File: config.mk
export PLATFORM = sky130hd
export DESIGN_NAME = cta_tx_ack_abort
export DESIGN_NICKNAME = d
export VERILOG_FILES = /design/src/logic/cta_pkg.sv /design/src/logic/cta_arbiter.sv /design/src/logic/cta_flag_bank.sv /design/src/logic/cta_tx_ack_abort.sv
export VERILOG_INCLUDE_DIRS = /design/src /design/src/logic
export SDC_FILE = /design/constraint.sdc
export NUM_CORES = 1
export LEC_CHECK = 0
export ABC_AREA = 1
export BUFFER_PORTS_ARGS = -buffer_cell sky130_fd_sc_hd__buf_4
export CAP_MARGIN = 20
export CORE_ASPECT_RATIO = 0.75
export CORE_MARGIN = 5
export CORE_UTILIZATION = 50
export CTS_CLUSTER_DIAMETER = 60
export CTS_CLUSTER_SIZE = 12
export DETAILED_ROUTE_END_ITERATION = 16
export GPL_ROUTABILITY_DRIVEN = 1
export HOLD_SLACK_MARGIN = 0.12
export PLACE_DENSITY = 0.68
export SYNTH_ARGS = -nofsm -noshare
export SYNTH_HDL_FRONTEND = slang
export SYNTH_SLANG_ARGS = --single-unit
export TNS_END_PERCENT = 1
File: constraint.sdc
create_clock -name SYS_CLK -period 2.4 [get_ports SYS_CLK]
set_clock_uncertainty 0.1 [all_clocks]
set_input_delay 0.36 -clock SYS_CLK [delete_from_list [all_inputs] [get_ports SYS_CLK]]
set_output_delay 0.36 -clock SYS_CLK [all_outputs]
set_load 0.05 [all_outputs]
File: src/logic/cta_regs.svh
// Register offsets, field positions and reset values of the transmit result block
`ifndef CTA_REGS_SVH
`define CTA_REGS_SVH

// Byte offsets of the register words
`define CTA_OFF_SUCCESS 6'h00
`define CTA_OFF_ABORT 6'h04
`define CTA_OFF_HOLD 6'h08
`define CTA_OFF_REQ_SET 6'h0C
`define CTA_OFF_REQ_RESET 6'h10
`define CTA_OFF_MBX_MASK 6'h14
`define CTA_OFF_MBX_FLAG 6'h18
`define CTA_OFF_GBL_FLAG 6'h1C
`define CTA_OFF_GBL_MASK 6'h20

// Address and mailbox geometry
`define CTA_ADDR_W 6
`define CTA_MBX_N 31
`define CTA_IDX_W 5

// Field positions and reset values
`define CTA_GBL_ABORT_BIT 0
`define CTA_RST_MBX 31'h0000_0000
`define CTA_RST_BIT 1'h0

// Bus answers
`define CTA_RESP_OKAY 2'h0
`define CTA_RESP_SLVERR 2'h2

`endif

File: src/logic/cta_pkg.sv
// Types and shared helper functions of the transmit result block
`default_nettype none
`include "cta_regs.svh"

package cta_pkg;

    // Outcome of one frame attempt reported by the frame engine
    typedef struct packed {
        logic valid;
        logic ok;
    } cta_tx_result_t;

    // Matching remote frame received for a mailbox
    typedef struct packed {
        logic valid;
        logic [`CTA_IDX_W-1:0] idx;
    } cta_rmt_hit_t;

    // Mailbox index to one-hot vector, index 31 falls off the top
    function automatic logic [`CTA_MBX_N-1:0] cta_onehot(input logic [`CTA_IDX_W-1:0] idx);
        logic [`CTA_MBX_N:0] v;
        v = '0;
        v[idx] = 1'b1;
        return v[`CTA_MBX_N-1:0];
    endfunction

    // Lowest set bit wins: mailbox 0 has the highest priority
    function automatic logic [`CTA_IDX_W-1:0] cta_first(input logic [`CTA_MBX_N-1:0] vec);
        logic [`CTA_IDX_W-1:0] r;
        r = '0;
        for (int i = `CTA_MBX_N - 1; i >= 0; i--) begin
            if (vec[i]) begin
                r = i[`CTA_IDX_W-1:0];
            end
        end
        return r;
    endfunction

endpackage
`default_nettype wire

File: src/logic/cta_arbiter.sv
// Internal transmit arbitration over mailboxes with pending requests
`timescale 1ns/100ps
`default_nettype none
`include "cta_regs.svh"

module cta_arbiter
    import cta_pkg::*;
(
    input wire logic clk,
    input wire logic rstn,
    input wire logic ce,
    input wire logic [`CTA_MBX_N-1:0] pend_i,
    input wire logic busy_i,
    output logic start_valid,
    output logic [`CTA_IDX_W-1:0] start_idx_q
);

    logic cand_q; // A candidate was found last cycle

    // Candidate picked one cycle ahead so the index comes from a flop
    always_ff @(posedge clk) begin
        if (!rstn) begin
            cand_q <= 1'b0;
            start_idx_q <= '0;
        end else if (ce) begin
            cand_q <= |pend_i;
            start_idx_q <= cta_first(pend_i);
        end
    end

    // Recheck the live pending set: a hold raised late still blocks the start
    assign start_valid = cand_q && !busy_i && pend_i[start_idx_q];
endmodule
`default_nettype wire

File: src/logic/cta_flag_bank.sv
// Sticky flag bank: hardware sets, software clears, set wins
`timescale 1ns/100ps
`default_nettype none
`include "cta_regs.svh"

module cta_flag_bank
    import cta_pkg::*;
#(
    parameter int W = `CTA_MBX_N
) (
    input wire logic clk,
    input wire logic rstn,
    input wire logic ce,
    input wire logic [W-1:0] set_i,
    input wire logic [W-1:0] clr_i,
    output logic [W-1:0] flag_q
);

    logic [W-1:0] flag_d; // Next flag value

    // Clear first, then set, so a same-cycle event survives
    always_comb begin
        flag_d = (flag_q & ~clr_i) | set_i;
    end

    // Flags hold while the clock enable is low
    always_ff @(posedge clk) begin
        if (!rstn) begin
            flag_q <= '0;
        end else if (ce) begin
            flag_q <= flag_d;
        end
    end
endmodule
`default_nettype wire

File: src/logic/cta_tx_ack_abort.sv
// Transmit acknowledge, abort acknowledge and data-change hold per mailbox
// What this block does
// Bits 30..0 map to same-index mailboxes.
// Bit 31 reads zero in all three.
// Mailbox 31 gets no transmit bits.
// Successful transmission sets the acknowledge bit.
// Write one to acknowledge or request clears.
// Masked acknowledge sets flag, raises completion interrupt.
// Cancel of an idle request, or failure of a frame with a cancel pending, sets abort bit.
// Abort flag with mask raises global interrupt.
// Write one to abort or request clears.
// Held mailbox is skipped by arbitration.
// Releasing the hold rejoins arbitration.
// Matching remote frame starts automatic transmission.
// Software holds mailbox while rewriting answered data.
// Cancel before start clears requests, sets abort.
// Failed transmission retried until success or cancel.
// Hardware set beats same-cycle software clear.
//
// Chosen here: register access over AXI4-Lite and the address map.
`timescale 1ns/100ps
`default_nettype none
`include "cta_regs.svh"

module cta_tx_ack_abort
    import cta_pkg::*;
(
    input wire logic SYS_CLK,
    input wire logic RSTN,
    input wire logic CE,
    // Register bus
    input wire logic [`CTA_ADDR_W-1:0] S_AXI_AWADDR,
    input wire logic S_AXI_AWVALID,
    output logic S_AXI_AWREADY,
    input wire logic [31:0] S_AXI_WDATA,
    input wire logic [3:0] S_AXI_WSTRB,
    input wire logic S_AXI_WVALID,
    output logic S_AXI_WREADY,
    output logic [1:0] S_AXI_BRESP,
    output logic S_AXI_BVALID,
    input wire logic S_AXI_BREADY,
    input wire logic [`CTA_ADDR_W-1:0] S_AXI_ARADDR,
    input wire logic S_AXI_ARVALID,
    output logic S_AXI_ARREADY,
    output logic [31:0] S_AXI_RDATA,
    output logic [1:0] S_AXI_RRESP,
    output logic S_AXI_RVALID,
    input wire logic S_AXI_RREADY,
    // Frame engine side
    output logic TX_START_VALID,
    input wire logic TX_START_READY,
    output logic [`CTA_IDX_W-1:0] TX_START_IDX,
    input wire cta_tx_result_t TX_RESULT,
    input wire cta_rmt_hit_t RMT_HIT,
    input wire logic [`CTA_MBX_N-1:0] AUTO_REMOTE_ANSWER_ENABLE,
    // Interrupts
    output logic TX_COMPLETE_IRQ,
    output logic GLOBAL_IRQ
);

    // Write channel holding state
    logic aw_have_q; // Address captured
    logic w_have_q; // Data captured
    logic [`CTA_ADDR_W-1:0] awaddr_q;
    logic [31:0] wdata_q;
    logic [3:0] wstrb_q;
    logic bvalid_q;
    logic [1:0] bresp_q;
    // Read channel state
    logic rvalid_q;
    logic [1:0] rresp_q;
    logic [31:0] rdata_q;

    // Mailbox state, 31 bits wide: mailbox 31 has none
    logic [`CTA_MBX_N-1:0] trs_q; // Pending transmit requests
    logic [`CTA_MBX_N-1:0] trr_q; // Cancel waiting on an active frame
    logic [`CTA_MBX_N-1:0] hold_q; // Data-change hold
    logic [`CTA_MBX_N-1:0] imask_q; // Mailbox interrupt mask
    logic gmask_q; // Transmit abort interrupt mask
    logic active_q; // A frame is on the wire
    logic [`CTA_IDX_W-1:0] act_idx_q; // Mailbox of that frame

    // Flag bank outputs
    logic [`CTA_MBX_N-1:0] ta_q;
    logic [`CTA_MBX_N-1:0] aa_q;
    logic [`CTA_MBX_N-1:0] mbtif_q;
    logic gflag_q;

    // Decoded write and per-cycle events
    logic wen; // Register write happens this cycle
    logic [31:0] bmask; // Byte lanes expanded to bits
    logic [`CTA_MBX_N-1:0] wbits; // Written ones on enabled lanes
    logic wr_ta, wr_aa, wr_hold, wr_set, wr_rst, wr_imask, wr_mbf, wr_gf, wr_gm;
    logic [`CTA_MBX_N-1:0] act_oh; // Active mailbox, one-hot
    logic [`CTA_MBX_N-1:0] req_set; // Requests raised this cycle
    logic [`CTA_MBX_N-1:0] cancel_now; // Cancels of idle requests
    logic [`CTA_MBX_N-1:0] ta_set, aa_set, ta_clr, aa_clr;
    logic res_ok, res_fail, start;

    // Known offset check, shared by read and write decode
    function automatic logic reg_known(input logic [`CTA_ADDR_W-1:0] a);
        logic [`CTA_ADDR_W-1:0] w;
        w = {a[`CTA_ADDR_W-1:2], 2'h0};
        return w == `CTA_OFF_SUCCESS || w == `CTA_OFF_ABORT || w == `CTA_OFF_HOLD ||
               w == `CTA_OFF_REQ_SET || w == `CTA_OFF_REQ_RESET || w == `CTA_OFF_MBX_MASK ||
               w == `CTA_OFF_MBX_FLAG || w == `CTA_OFF_GBL_FLAG || w == `CTA_OFF_GBL_MASK;
    endfunction

    // Word select on the aligned address
    function automatic logic hit(input logic [`CTA_ADDR_W-1:0] a,
                                 input logic [`CTA_ADDR_W-1:0] off);
        return {a[`CTA_ADDR_W-1:2], 2'h0} == off;
    endfunction

    // Handshake outputs; nothing is taken while the clock enable is low
    assign S_AXI_AWREADY = CE && !aw_have_q;
    assign S_AXI_WREADY = CE && !w_have_q;
    assign S_AXI_ARREADY = CE && !rvalid_q;
    assign S_AXI_BVALID = bvalid_q;
    assign S_AXI_BRESP = bresp_q;
    assign S_AXI_RVALID = rvalid_q;
    assign S_AXI_RRESP = rresp_q;
    assign S_AXI_RDATA = rdata_q;

    // Write commits once both halves are in and the last answer is gone
    assign wen = CE && aw_have_q && w_have_q && !bvalid_q;

    // Decode of the write word and the core events
    always_comb begin
        bmask = {{8{wstrb_q[3]}}, {8{wstrb_q[2]}}, {8{wstrb_q[1]}}, {8{wstrb_q[0]}}};
        wbits = wdata_q[`CTA_MBX_N-1:0] & bmask[`CTA_MBX_N-1:0];
        wr_ta = wen && hit(awaddr_q, `CTA_OFF_SUCCESS);
        wr_aa = wen && hit(awaddr_q, `CTA_OFF_ABORT);
        wr_hold = wen && hit(awaddr_q, `CTA_OFF_HOLD);
        wr_set = wen && hit(awaddr_q, `CTA_OFF_REQ_SET);
        wr_rst = wen && hit(awaddr_q, `CTA_OFF_REQ_RESET);
        wr_imask = wen && hit(awaddr_q, `CTA_OFF_MBX_MASK);
        wr_mbf = wen && hit(awaddr_q, `CTA_OFF_MBX_FLAG);
        wr_gf = wen && hit(awaddr_q, `CTA_OFF_GBL_FLAG);
        wr_gm = wen && hit(awaddr_q, `CTA_OFF_GBL_MASK);
        act_oh = active_q ? cta_onehot(act_idx_q) : '0;
        start = CE && TX_START_VALID && TX_START_READY;
        res_ok = CE && active_q && TX_RESULT.valid && TX_RESULT.ok;
        res_fail = CE && active_q && TX_RESULT.valid && !TX_RESULT.ok;
        // Remote answer and software both raise requests
        req_set = wr_set ? wbits : '0;
        if (CE && RMT_HIT.valid) begin
            req_set = req_set | (cta_onehot(RMT_HIT.idx) & AUTO_REMOTE_ANSWER_ENABLE);
        end
        // Cancel of a request whose frame has not begun finishes at once
        cancel_now = wr_rst ? (wbits & trs_q & ~act_oh) : '0;
        ta_set = res_ok ? act_oh : '0;
        aa_set = cancel_now;
        if (res_fail && (trr_q & act_oh) != '0) begin
            aa_set = aa_set | act_oh;
        end
        ta_clr = (wr_ta || wr_set) ? wbits : '0;
        aa_clr = (wr_aa || wr_set) ? wbits : '0;
    end

    // Write address capture
    always_ff @(posedge SYS_CLK) begin
        if (!RSTN) begin
            aw_have_q <= 1'b0;
            awaddr_q <= '0;
        end else if (CE) begin
            if (S_AXI_AWVALID && S_AXI_AWREADY) begin
                aw_have_q <= 1'b1;
                awaddr_q <= S_AXI_AWADDR;
            end else if (wen) begin
                aw_have_q <= 1'b0;
            end
        end
    end

    // Write data capture
    always_ff @(posedge SYS_CLK) begin
        if (!RSTN) begin
            w_have_q <= 1'b0;
            wdata_q <= '0;
            wstrb_q <= '0;
        end else if (CE) begin
            if (S_AXI_WVALID && S_AXI_WREADY) begin
                w_have_q <= 1'b1;
                wdata_q <= S_AXI_WDATA;
                wstrb_q <= S_AXI_WSTRB;
            end else if (wen) begin
                w_have_q <= 1'b0;
            end
        end
    end

    // Write response, unmapped words answer with an error
    always_ff @(posedge SYS_CLK) begin
        if (!RSTN) begin
            bvalid_q <= 1'b0;
            bresp_q <= `CTA_RESP_OKAY;
        end else if (CE) begin
            if (wen) begin
                bvalid_q <= 1'b1;
                bresp_q <= reg_known(awaddr_q) ? `CTA_RESP_OKAY : `CTA_RESP_SLVERR;
            end else if (S_AXI_BREADY) begin
                bvalid_q <= 1'b0;
            end
        end
    end

    // Read data, bit 31 and unused upper bits always read zero
    always_ff @(posedge SYS_CLK) begin
        if (!RSTN) begin
            rvalid_q <= 1'b0;
            rresp_q <= `CTA_RESP_OKAY;
            rdata_q <= '0;
        end else if (CE) begin
            if (S_AXI_ARVALID && S_AXI_ARREADY) begin
                rvalid_q <= 1'b1;
                rresp_q <= reg_known(S_AXI_ARADDR) ? `CTA_RESP_OKAY : `CTA_RESP_SLVERR;
                rdata_q <= '0;
                unique case ({S_AXI_ARADDR[`CTA_ADDR_W-1:2], 2'h0})
                    `CTA_OFF_SUCCESS: rdata_q <= {1'b0, ta_q};
                    `CTA_OFF_ABORT: rdata_q <= {1'b0, aa_q};
                    `CTA_OFF_HOLD: rdata_q <= {1'b0, hold_q};
                    `CTA_OFF_REQ_SET: rdata_q <= {1'b0, trs_q};
                    `CTA_OFF_REQ_RESET: rdata_q <= {1'b0, trr_q};
                    `CTA_OFF_MBX_MASK: rdata_q <= {1'b0, imask_q};
                    `CTA_OFF_MBX_FLAG: rdata_q <= {1'b0, mbtif_q};
                    `CTA_OFF_GBL_FLAG: rdata_q[`CTA_GBL_ABORT_BIT] <= gflag_q;
                    `CTA_OFF_GBL_MASK: rdata_q[`CTA_GBL_ABORT_BIT] <= gmask_q;
                    default: rdata_q <= '0; // Unmapped word
                endcase
            end else if (S_AXI_RREADY) begin
                rvalid_q <= 1'b0;
            end
        end
    end

    // Plain read/write control words, byte lanes honoured
    always_ff @(posedge SYS_CLK) begin
        if (!RSTN) begin
            hold_q <= `CTA_RST_MBX;
            imask_q <= `CTA_RST_MBX;
            gmask_q <= `CTA_RST_BIT;
        end else if (CE) begin
            if (wr_hold) begin
                // Software sets this around data rewrites of answering mailboxes
                hold_q <= (hold_q & ~bmask[`CTA_MBX_N-1:0]) | wbits;
            end
            if (wr_imask) begin
                imask_q <= (imask_q & ~bmask[`CTA_MBX_N-1:0]) | wbits;
            end
            if (wr_gm && bmask[`CTA_GBL_ABORT_BIT]) begin
                gmask_q <= wdata_q[`CTA_GBL_ABORT_BIT];
            end
        end
    end

    // Transmit requests: cleared on success or abort, kept on plain failure
    always_ff @(posedge SYS_CLK) begin
        if (!RSTN) begin
            trs_q <= `CTA_RST_MBX;
        end else if (CE) begin
            trs_q <= (trs_q | req_set) & ~(ta_set | aa_set);
        end
    end

    // Cancel of an active frame waits for its outcome
    always_ff @(posedge SYS_CLK) begin
        if (!RSTN) begin
            trr_q <= `CTA_RST_MBX;
        end else if (CE) begin
            trr_q <= (trr_q | (wr_rst ? (wbits & trs_q & act_oh) : '0)) & ~(ta_set | aa_set);
        end
    end

    // Active frame tracking; a failed frame returns to arbitration
    always_ff @(posedge SYS_CLK) begin
        if (!RSTN) begin
            active_q <= 1'b0;
            act_idx_q <= '0;
        end else if (CE) begin
            if (start) begin
                active_q <= 1'b1;
                act_idx_q <= TX_START_IDX;
            end else if (res_ok || res_fail) begin
                active_q <= 1'b0;
            end
        end
    end

    // Arbitration over pending requests that are not held
    cta_arbiter u_arb (
        .clk(SYS_CLK), .rstn(RSTN), .ce(CE),
        .pend_i(trs_q & ~hold_q),
        .busy_i(active_q),
        .start_valid(TX_START_VALID), .start_idx_q(TX_START_IDX)
    );

    // Transmit acknowledge flags
    cta_flag_bank #(.W(`CTA_MBX_N)) u_ta (
        .clk(SYS_CLK), .rstn(RSTN), .ce(CE),
        .set_i(ta_set), .clr_i(ta_clr),
        .flag_q(ta_q)
    );

    // Abort acknowledge flags
    cta_flag_bank #(.W(`CTA_MBX_N)) u_aa (
        .clk(SYS_CLK), .rstn(RSTN), .ce(CE),
        .set_i(aa_set), .clr_i(aa_clr),
        .flag_q(aa_q)
    );

    // Mailbox transmit interrupt flags, only for unmasked mailboxes
    cta_flag_bank #(.W(`CTA_MBX_N)) u_mbf (
        .clk(SYS_CLK), .rstn(RSTN), .ce(CE),
        .set_i(ta_set & imask_q),
        .clr_i(wr_mbf ? wbits : '0),
        .flag_q(mbtif_q)
    );

    // Global transmit abort flag, set by any abort acknowledge
    cta_flag_bank #(.W(1)) u_gf (
        .clk(SYS_CLK), .rstn(RSTN), .ce(CE),
        .set_i(|aa_set),
        .clr_i(wr_gf && bmask[`CTA_GBL_ABORT_BIT] && wdata_q[`CTA_GBL_ABORT_BIT]),
        .flag_q(gflag_q)
    );

    // Level interrupts straight from flags and masks
    assign TX_COMPLETE_IRQ = |(mbtif_q & imask_q);
    assign GLOBAL_IRQ = gflag_q && gmask_q;
endmodule
`default_nettype wire
==> metrics.md, run 1 <==
| Metric | Value |
|---|---|
| Status | finished with violations |
| Violated checks | negative setup slack |
| H-Tree Level Count | 1 |
| DRT iter0 DRCs | 2,217 |
| VDD IR max | 0.548 mV |
| Final setup fails | 95 |
| First-pass GRT wire length | between 100,000 and 150,000 um |
| Iteration count of the initial detailed-routing pass | 6 |
| Family with the most delay on the worst path | buffers and inverters |
| Root Buffer | clkbuf_16 |
| Post-detail-place hpwl | just under 50,000 um |
| Die W | approximately 210 um |
| R2r setup slk | -0.54 ns |
| Synthesized area | 0.0151 mm2 |
| GR Util All Layers | 38.9% |
| Max-cap violations | 0 |
| Critical Path Start Type | flop |
| Final worst slack | -0.541 ns |
| Fin crit share | 123% |
| Crit path arrival time | 3.30 ns |
| Startpoint of the worst hold path | S_AXI_WSTRB[2] |
| Worst hold path class | primary input to flop |
| Relative slew slack | 53.4% |
| Post-synthesis cell type count | 40 |
| Vias in the first global route | ~17,000 |
| # rows | between 50 and 60 |
| Fin. max-slew vios | 0 |
| Grt total ovfl | 0 |
| Via density per instance | a little under 6 |
| CTS buffer count | 30 |
| Pin slew with the least headroom to its limit | ~0.70 ns |
| Area of the multi-input gates | around 0.0077 mm2 |
| Pleak | approximately 0.0086 uW |
| Reg clk slew, reported paths | 0.06 ns |
| Max Clock Freq | around 340 MHz |
| Core Area | approximately 0.03 mm2 |
| Fraction of layout cells with a size suffix above 1 | around 22% |
| Worst path cell trace | clkinv_4 -> nor3_4 -> inv_2 -> buf_6 -> buf_4 -> nor2_4 -> inv_2 -> o2111ai_2 -> nor2_2 -> nand3_4 -> nand2_8 -> buf_12 -> buf_12 -> buf_4 -> a21oi_4 -> buf_4 -> buf_4 -> nand3b_1 -> nor2_1 |
| Mux cell area share after synthesis | 0% |
| Filler cells | ~2,600 |
| FF+latch count, synth | roughly 300 |
| Hold Vio Cnt, Final | 0 |
| I/O pin total | 145 |
| CP dominant cell by count | buf_4 |
| CP peak stage delay | roughly 0.36 ns |
| CP max-delay cell | dfxtp_2 |
| Xor/xnor share of the synthesized area | 0% |
| Die area | ~0.034 mm2 |
| Post-Syn Area per Cell | roughly 6.7 um2 |
| Clock Path Buffers | 3 |
| Fin util | just under 70% |
| Total routed wirelength | around 69,000 um |
| Post-synthesis sequential area ratio | around two fifths |
| Crit Path Max Fanout | 7 |
| Ys Warns | 0 |
| Clock Latency Late Sink | between 0.5 and 0.6 ns |
| Antenna violations before repair | 0 |
| Inserted Diodes | 0 |
| Final setup TNS | -23.12 ns |
| Register area | approximately 0.006 mm2 |
| Tmin final | between 2 and 3 ns |
| Bufs and invs on worst path | 10 |
| Required @ worst endpoint | 2.76 ns |
| Largest net degree at the start of global routing | between 50 and 60 |
| Design Power | 10,400 uW |
| Nets | 2,777 |
| Power Density | about 500 mW/mm2 |
| Chip height | roughly 160 um |
| Synth Area in Adders | 0% |
| Final ANT Viol Nets | 0 |
| Largest family of logic cells by synthesized area | compound AO/OA/AOI/OAI gates |
| # DRC | 0 |
| RSZ-0062 raised after global routing | yes |
| Worst setup path start | active_q$_SDFFE_PN0P_ |
| Compound-Gate Fraction of Synth Area | between 20% and 30% |
| Via Count | 18,200 |
| CTS tree | yes |
| Port-buffer cells | 136 |
| Area share of and/or/nand/nor cells after synthesis | a little under a quarter |
| Initial Util | 50.4% |
| GP Congestion | slightly above 1 |
| FF-to-FF Start | active_q$_SDFFE_PN0P_ |
| WL per Instance | between 20 and 25 um |
| Clk sinks | ~310 |
| Gate Count Post-Synth | roughly 2,200 |
| Crit path kind | flop to flop |
| Setup crit end kind | flop |
| Area growth from synthesis to layout | 37.6% |
worst paths after layout:
| check | end | depth (start not counted) |
|---|---|---|
| setup / recovery | trs_q[24]$_SDFFE_PN0P_ | 19 |
| hold / removal | wstrb_q[2]$_SDFFE_PN0P_ | 4 |
| setup reg to reg | trs_q[24]$_SDFFE_PN0P_ | 19 |
| hold reg to reg | u_mbf.flag_q[13]$_SDFFE_PN0P_ | 2 |
stage by stage:
stage	worst slack, ns	hold slack, ns	cells	area [um2]
6_report	-0.541	0.136	3084	20800
2_1_floorplan	-0.0699	0.337	2244	15200
3_3_place_gp	-0.728	0.350	2951	18500
4_1_cts	-0.438	0.120	3071	20400
5_1_grt	-0.628	0.158	3084	20800
3_5_place_dp	-0.789	0.354	2951	18500
worst min-delay path, stage by stage:
cell and delay (ns):
buf_4 0.09, o21ai_0 0.08, buf_4 0.14, a21oi_1 0.10
routing by layer:
metal	track usage, %	share of wire, %
met5	0	0
met4	16.7	5.6
met1	53.7	40
met3	8.26	12
met2	59.0	42
placed cells by master, fill, tap and decap left out, drive strengths merged, types with 10 or more instances in the layout:
cell	n
a311oi	19
clkbuf	32
nor2	252
dfxtp	307
inv	334
o2111ai	12
buf	435
o21ai	241
nand3b	18
o211ai	10
a221oi	36
dlygate4sd3	78
o22ai	32
a31oi	28
nor3	36
a21oi	275
nor4	11
nand4	25
nand3	98
nand2	376
synth_stat cells (all sizes together):
cell type  number  area (um2)
a211oi          2        15.0
a21oi         275        1380
a221oi         36         315
a311oi         19         166
a31oi          28         175
a41oi           4        35.0
buf            16        90.1
clkbuf         92         347
clkinv          1        3.75
conb            1        3.75
dfxtp         307        6150
inv           335        1260
nand2         376        1420
nand3          98         490
nand3b         18         135
nand4          25         156
nor2          252         958
nor3           36         238
nor3b           1        7.51
nor4           11        68.8
o2111ai        12         105
o211ai         10        75.1
o21a            3        22.5
o21ai         241        1210
o21bai          3        22.5
o221ai          5        43.8
o22ai          32         200
o31ai           2        15.0
or3             1        6.26
what timing repair did:
| action | CTS | global route |
|---|---|---|
| hold buffers | 78 | 0 |
| gates resized for setup | 83 | 71 |
| endpoints found under the hold margin | 76 | 0 |
| pin swaps | 21 | 24 |
| setup endpoints to repair | 97 | 130 |
| setup buffers | 6 | 13 |
cell type report:
cell class	instances	share of cell area (%)
sequential	307	29.7
clock inverter	4	0.114
clock buffer	32	3.75
timing repair buffer	513	20.7
tap	399	2.40
inverter	336	6.24
multi-input combinational	1493	37.1
power breakdown:
| part | leakage (uW) | total, uW | internal (uW) | switching [uW] |
|---|---|---|---|---|
| clock network | 0.000399 | 4290 | 2270 | 2020 |
| logic | 0.00573 | 954 | 366 | 588 |
| registers | 0.00249 | 5190 | 5130 | 60.0 |
kinds of logic (layout without fill, tap and decap cells):
kind of cell,Yosys count,count (layout)
compound gates,672,672
buf+inv,444,885
flops,307,307
other cells,1,3
simple gates,818,818
(Power assumes the default switching activity.)
==> run 2: changes to the inputs <==
--- a/config.mk
+++ b/config.mk
@@ -18,7 +18,8 @@
 export GPL_ROUTABILITY_DRIVEN = 1
 export HOLD_SLACK_MARGIN = 0.12
-export PLACE_DENSITY = 0.68
+export PLACE_DENSITY = 0.65
 export SYNTH_ARGS = -nofsm -noshare
 export SYNTH_HDL_FRONTEND = slang
+export SYNTH_HIERARCHICAL = 1
 export SYNTH_SLANG_ARGS = --single-unit
 export TNS_END_PERCENT = 1
==> constraint.sdc (replaced) <==
create_clock -name SYS_CLK -period 2.9 [get_ports SYS_CLK]
set_clock_uncertainty 0.1 [all_clocks]
set_input_delay 0 -clock SYS_CLK [delete_from_list [all_inputs] [get_ports SYS_CLK]]
set_output_delay 0 -clock SYS_CLK [all_outputs]
set_load 0.05 [all_outputs]
==> metrics.md, run 2 <==
| Metric | Value |
|---|---|
| Status | finished, final reports clean (was finished with violations) |
| Fin crit share | 96.6% |
| Most frequent cells in the layout | nand2_1 (727), nor2_1 (470), dfxtp_1 (301) (was buf_4 (405), nand2_1 (365), inv_1 (308)) |
| CTS buffer count | 30 (unchanged) |
| Final worst slack | 0.0986 ns (was -0.541 ns) |
| Max-cap violations | 0 (unchanged) |
| Busiest layer in global routing | met2 (unchanged) |
| CTS tree | yes (unchanged) |
| Ys Warns | 6 (was 0) |
| Gate Count Post-Synth | 2,591 (was 2,242) |
| Final setup TNS | 0 ns (was -23.12 ns) |
| Top-area cell type share of the netlist area | 36.7% (was 40.7%) |
| Relative slew slack | 24.9% (was 53.4%) |
| Total routed wirelength | 73,500 um (was 68,700 um) |
| Fin. max-slew vios | 0 (unchanged) |
| GP Congestion | 0.994 (was 1.03) |
| Die area | 0.0373 mm2 (was 0.0338 mm2) |
| Iteration count of the initial detailed-routing pass | 6 (unchanged) |
| Power Density | 425 mW/mm2 (was 502 mW/mm2) |
| Clock Latency Late Sink | 0.59 ns (was 0.58 ns) |
| Cell taking the most area after synthesis | dfxtp_1 (unchanged) |
| Required @ worst endpoint | 3.31 ns (was 2.76 ns) |
| Largest net degree at the start of global routing | 98 (was 56) |
| Synth cell count leaders | nand2_1 (729), nor2_1 (479), dfxtp_1 (307) (was nand2_1 (372), inv_1 (317), dfxtp_1 (307)) |
| Met3 Usage GRT | 11.1% (was 8.26%) |
| Final ANT Viol Nets | 0 (unchanged) |
| First-pass GRT wire length | 110,000 um (was 102,000 um) |
| Grt total ovfl | 0 (unchanged) |
| Final setup fails | 0 (was 95) |
| Port-buffer cells | 136 (unchanged) |
| Ys flop type | dfxtp_1 (unchanged) |
| Register area | 0.00616 mm2 (was 0.00618 mm2) |
| Clk sinks | 307 (unchanged) |
| VDD IR max | 0.490 mV (was 0.548 mV) |
| Post-detail-place hpwl | 49,300 um (was 49,600 um) |
| Crit path kind | primary input to flop (was flop to flop) |
| Tmin final | ~2.8 ns |
| Area growth from synthesis to layout | 24.9% (was 37.6%) |
| Placed Instances | 3,133 (was 2,951) |
| Inserted Diodes | 0 (unchanged) |
| Post-synthesis sequential area ratio | 36.7% (was 40.7%) |
| Area of the multi-input gates | 0.00888 mm2 (was 0.00772 mm2) |
| Global-route met1 utilization | 53.2% (was 53.7%) |
| Core Area | 0.0333 mm2 (was 0.0300 mm2) |
| Hold Vio Cnt, Final | 0 (unchanged) |
| Final std cells w/o fill | 3,336 (was 3,084) |
| Antenna violations before repair | 2 (was 0) |
| Crit path arrival time | 3.21 ns (was 3.30 ns) |
| Die W | 221 um (was 211 um) |
| Fraction of layout cells with a size suffix above 1 | 14.1% (was 22.4%) |
| Commonest non-fill, non-tap cell in the layout | nand2_1 (was buf_4) |
| Critical Path Start Type | primary input (was flop) |
| Max Clock Freq | 357 MHz |
| GR Util All Layers | 37.7% (was 38.9%) |
| # DRC | 0 (unchanged) |
| DRT iter0 DRCs | 3,056 (was 2,217) |
| Synth area leaders | dfxtp_1 (37%), nand2_1 (16%), nor2_1 (11%), inv_1 (5.8%), a21oi_2 (5.0%) (was dfxtp_1 (41%), nand2_1 (9.2%), a21oi_1 (9.0%), o21ai_0 (7.9%), inv_1 (7.9%)) |
| Pin slew with the least headroom to its limit | 1.12 ns (was 0.699 ns) |
| Dpl ws | 0.111 ns (was -0.789 ns) |
| Filler cells | 3,161 (was 2,604) |
| Post-synthesis cell type count | 41 (was 40) |
| FF+latch count, synth | 307 (unchanged) |
| Crit Path Max Fanout | 31 (was 7) |
| Post-synth EDFFs | 0 (unchanged) |
| WL per Instance | 22.0 um (was 22.3 um) |
| Chip height | 169 um (was 161 um) |
| I/O pin total | 145 (unchanged) |
| Met2 capacity usage during global routing | 55.6% (was 59.0%) |
| Synthesized area | 0.0168 mm2 (was 0.0151 mm2) |
| H-Tree Level Count | 1 (unchanged) |
| Pleak | 0.00774 uW (was 0.00861 uW) |
| Post-Syn Area per Cell | 6.47 um2 (was 6.74 um2) |
| Setup crit end kind | flop (unchanged) |
| Initial Util | 50.3% (was 50.4%) |
| Async S/R FF share, synth | 0% (unchanged) |
| Via Count | 19,400 (was 18,200) |
| Worst hold path class | primary input to flop (unchanged) |
| Root Buffer | clkbuf_16 (unchanged) |
| Via density per instance | 5.81 (was 5.89) |
| Post-CTS Setup Repair Bufs | 0 (was 6) |
| Clock Path Buffers | 3 (unchanged) |
| # rows | 58 (was 55) |
| Hold WS | 0.144 ns (was 0.136 ns) |
| Most common cell in the netlist | nand2_1 (unchanged) |
| Reg clk slew, reported paths | 0.06 ns (about the same) |
| Vias in the first global route | 18,200 (was 17,300) |
| Nets | 2,978 (was 2,777) |
[run 2: changes by cell type after synthesis, moves of 18 or more]
cell / previous run / this run
nand2_1: 372 / 729
nor2_1: 247 / 479
o21ai_0: 238 / 73
a21oi_1: 273 / 160
a21oi_2: 2 / 95
inv_1: 317 / 261
a211oi_1: 2 / 34
a31oi_1: 28 / 53
nand4_1: 25 / 5
buf_8: 0 / 18
nand3b_1: 18 / 0
o22ai_1: 32 / 14
[run 2: cell families after synthesis]
logic type | after synthesis | share of synthesized area [%]
buffers and inverters | 406 | 10.9
DFF | 307 | 36.7
and+or+nand+nor | 1353 | 31.7
AOI/OAI and AO/OA | 524 | 20.7
other | 1 | 0.0224
[run 2: through the flow]
stage          util [%]  cell area, um2  power [uW]
6_report           62.9           20900        8890
5_1_grt            62.9           20900        9120
4_1_cts            62.7           20900        8860
3_5_place_dp       55.2           18400        5090
3_3_place_gp       55.2           18400        5080
2_1_floorplan         -           16800        4770
[run 2: worst max-delay path, stage by stage]
cell and delay (ns):
dlygate4sd3_1 0.55, buf_4 0.15, nor2_1 0.17, inv_1 0.10, nor2_2 0.08, buf_4 0.60
nand2_1 0.12, nand4_1 0.13, dlygate4sd3_1 0.57, nand2_1 0.05, dlygate4sd3_1 0.56, a21oi_1 0.12
[run 2: repair_timing]
action / 4_1_cts / 5_1_grt
hold buffers: 167 / 0
endpoints found under the setup margin: 0 / 24
endpoints found under the hold margin: 252 / 0
gates resized for setup: 0 / 25
[run 2: power breakdown]
part	switching, uW	internal (uW)
combinational	550	307
clock	1720	2000
sequential	62.2	4250
total	2340	6560
[run 2: cell type report]
| type | instances | area share, % |
|---|---|---|
| multi-input cells | 1880 | 42.4 |
| inverters | 273 | 5.03 |
| clock inverters | 3 | 0.209 |
| flip-flops and latches | 307 | 29.4 |
| well taps | 450 | 2.69 |
| repair buffers | 390 | 16.5 |
| clock buffers | 33 | 3.79 |
[run 2: final timing paths]
| check | depth (start not counted) | endpoint | startpoint | slack (ns) |
|---|---|---|---|---|
| hold reg to reg | 2 | S_AXI_RDATA[2]$_SDFFE_PN0P_ | S_AXI_RDATA[2]$_SDFFE_PN0P_ | 0.37 |
| hold / removal | 7 | S_AXI_RDATA[30]$_SDFFE_PN0P_ | S_AXI_ARADDR[2] | 0.14 |
| setup reg to reg | 18 | trs_q[19]$_SDFFE_PN0P_ | act_idx_q[0]$_SDFFE_PN0P_ | 0.13 |
| setup / recovery | 12 | S_AXI_RDATA[0]$_SDFFE_PN0P_ | S_AXI_ARADDR[5] | 0.1 |
[run 2: metal layers]
| metal | vias to the layer above | routed length (um) |
|---|---|---|
| li1 | 8955 | - |
| met5 | - | 13 |
| met4 | 2 | 2730 |
| met2 | 1284 | 30100 |
| met1 | 8944 | 30400 |
| met3 | 203 | 10300 |
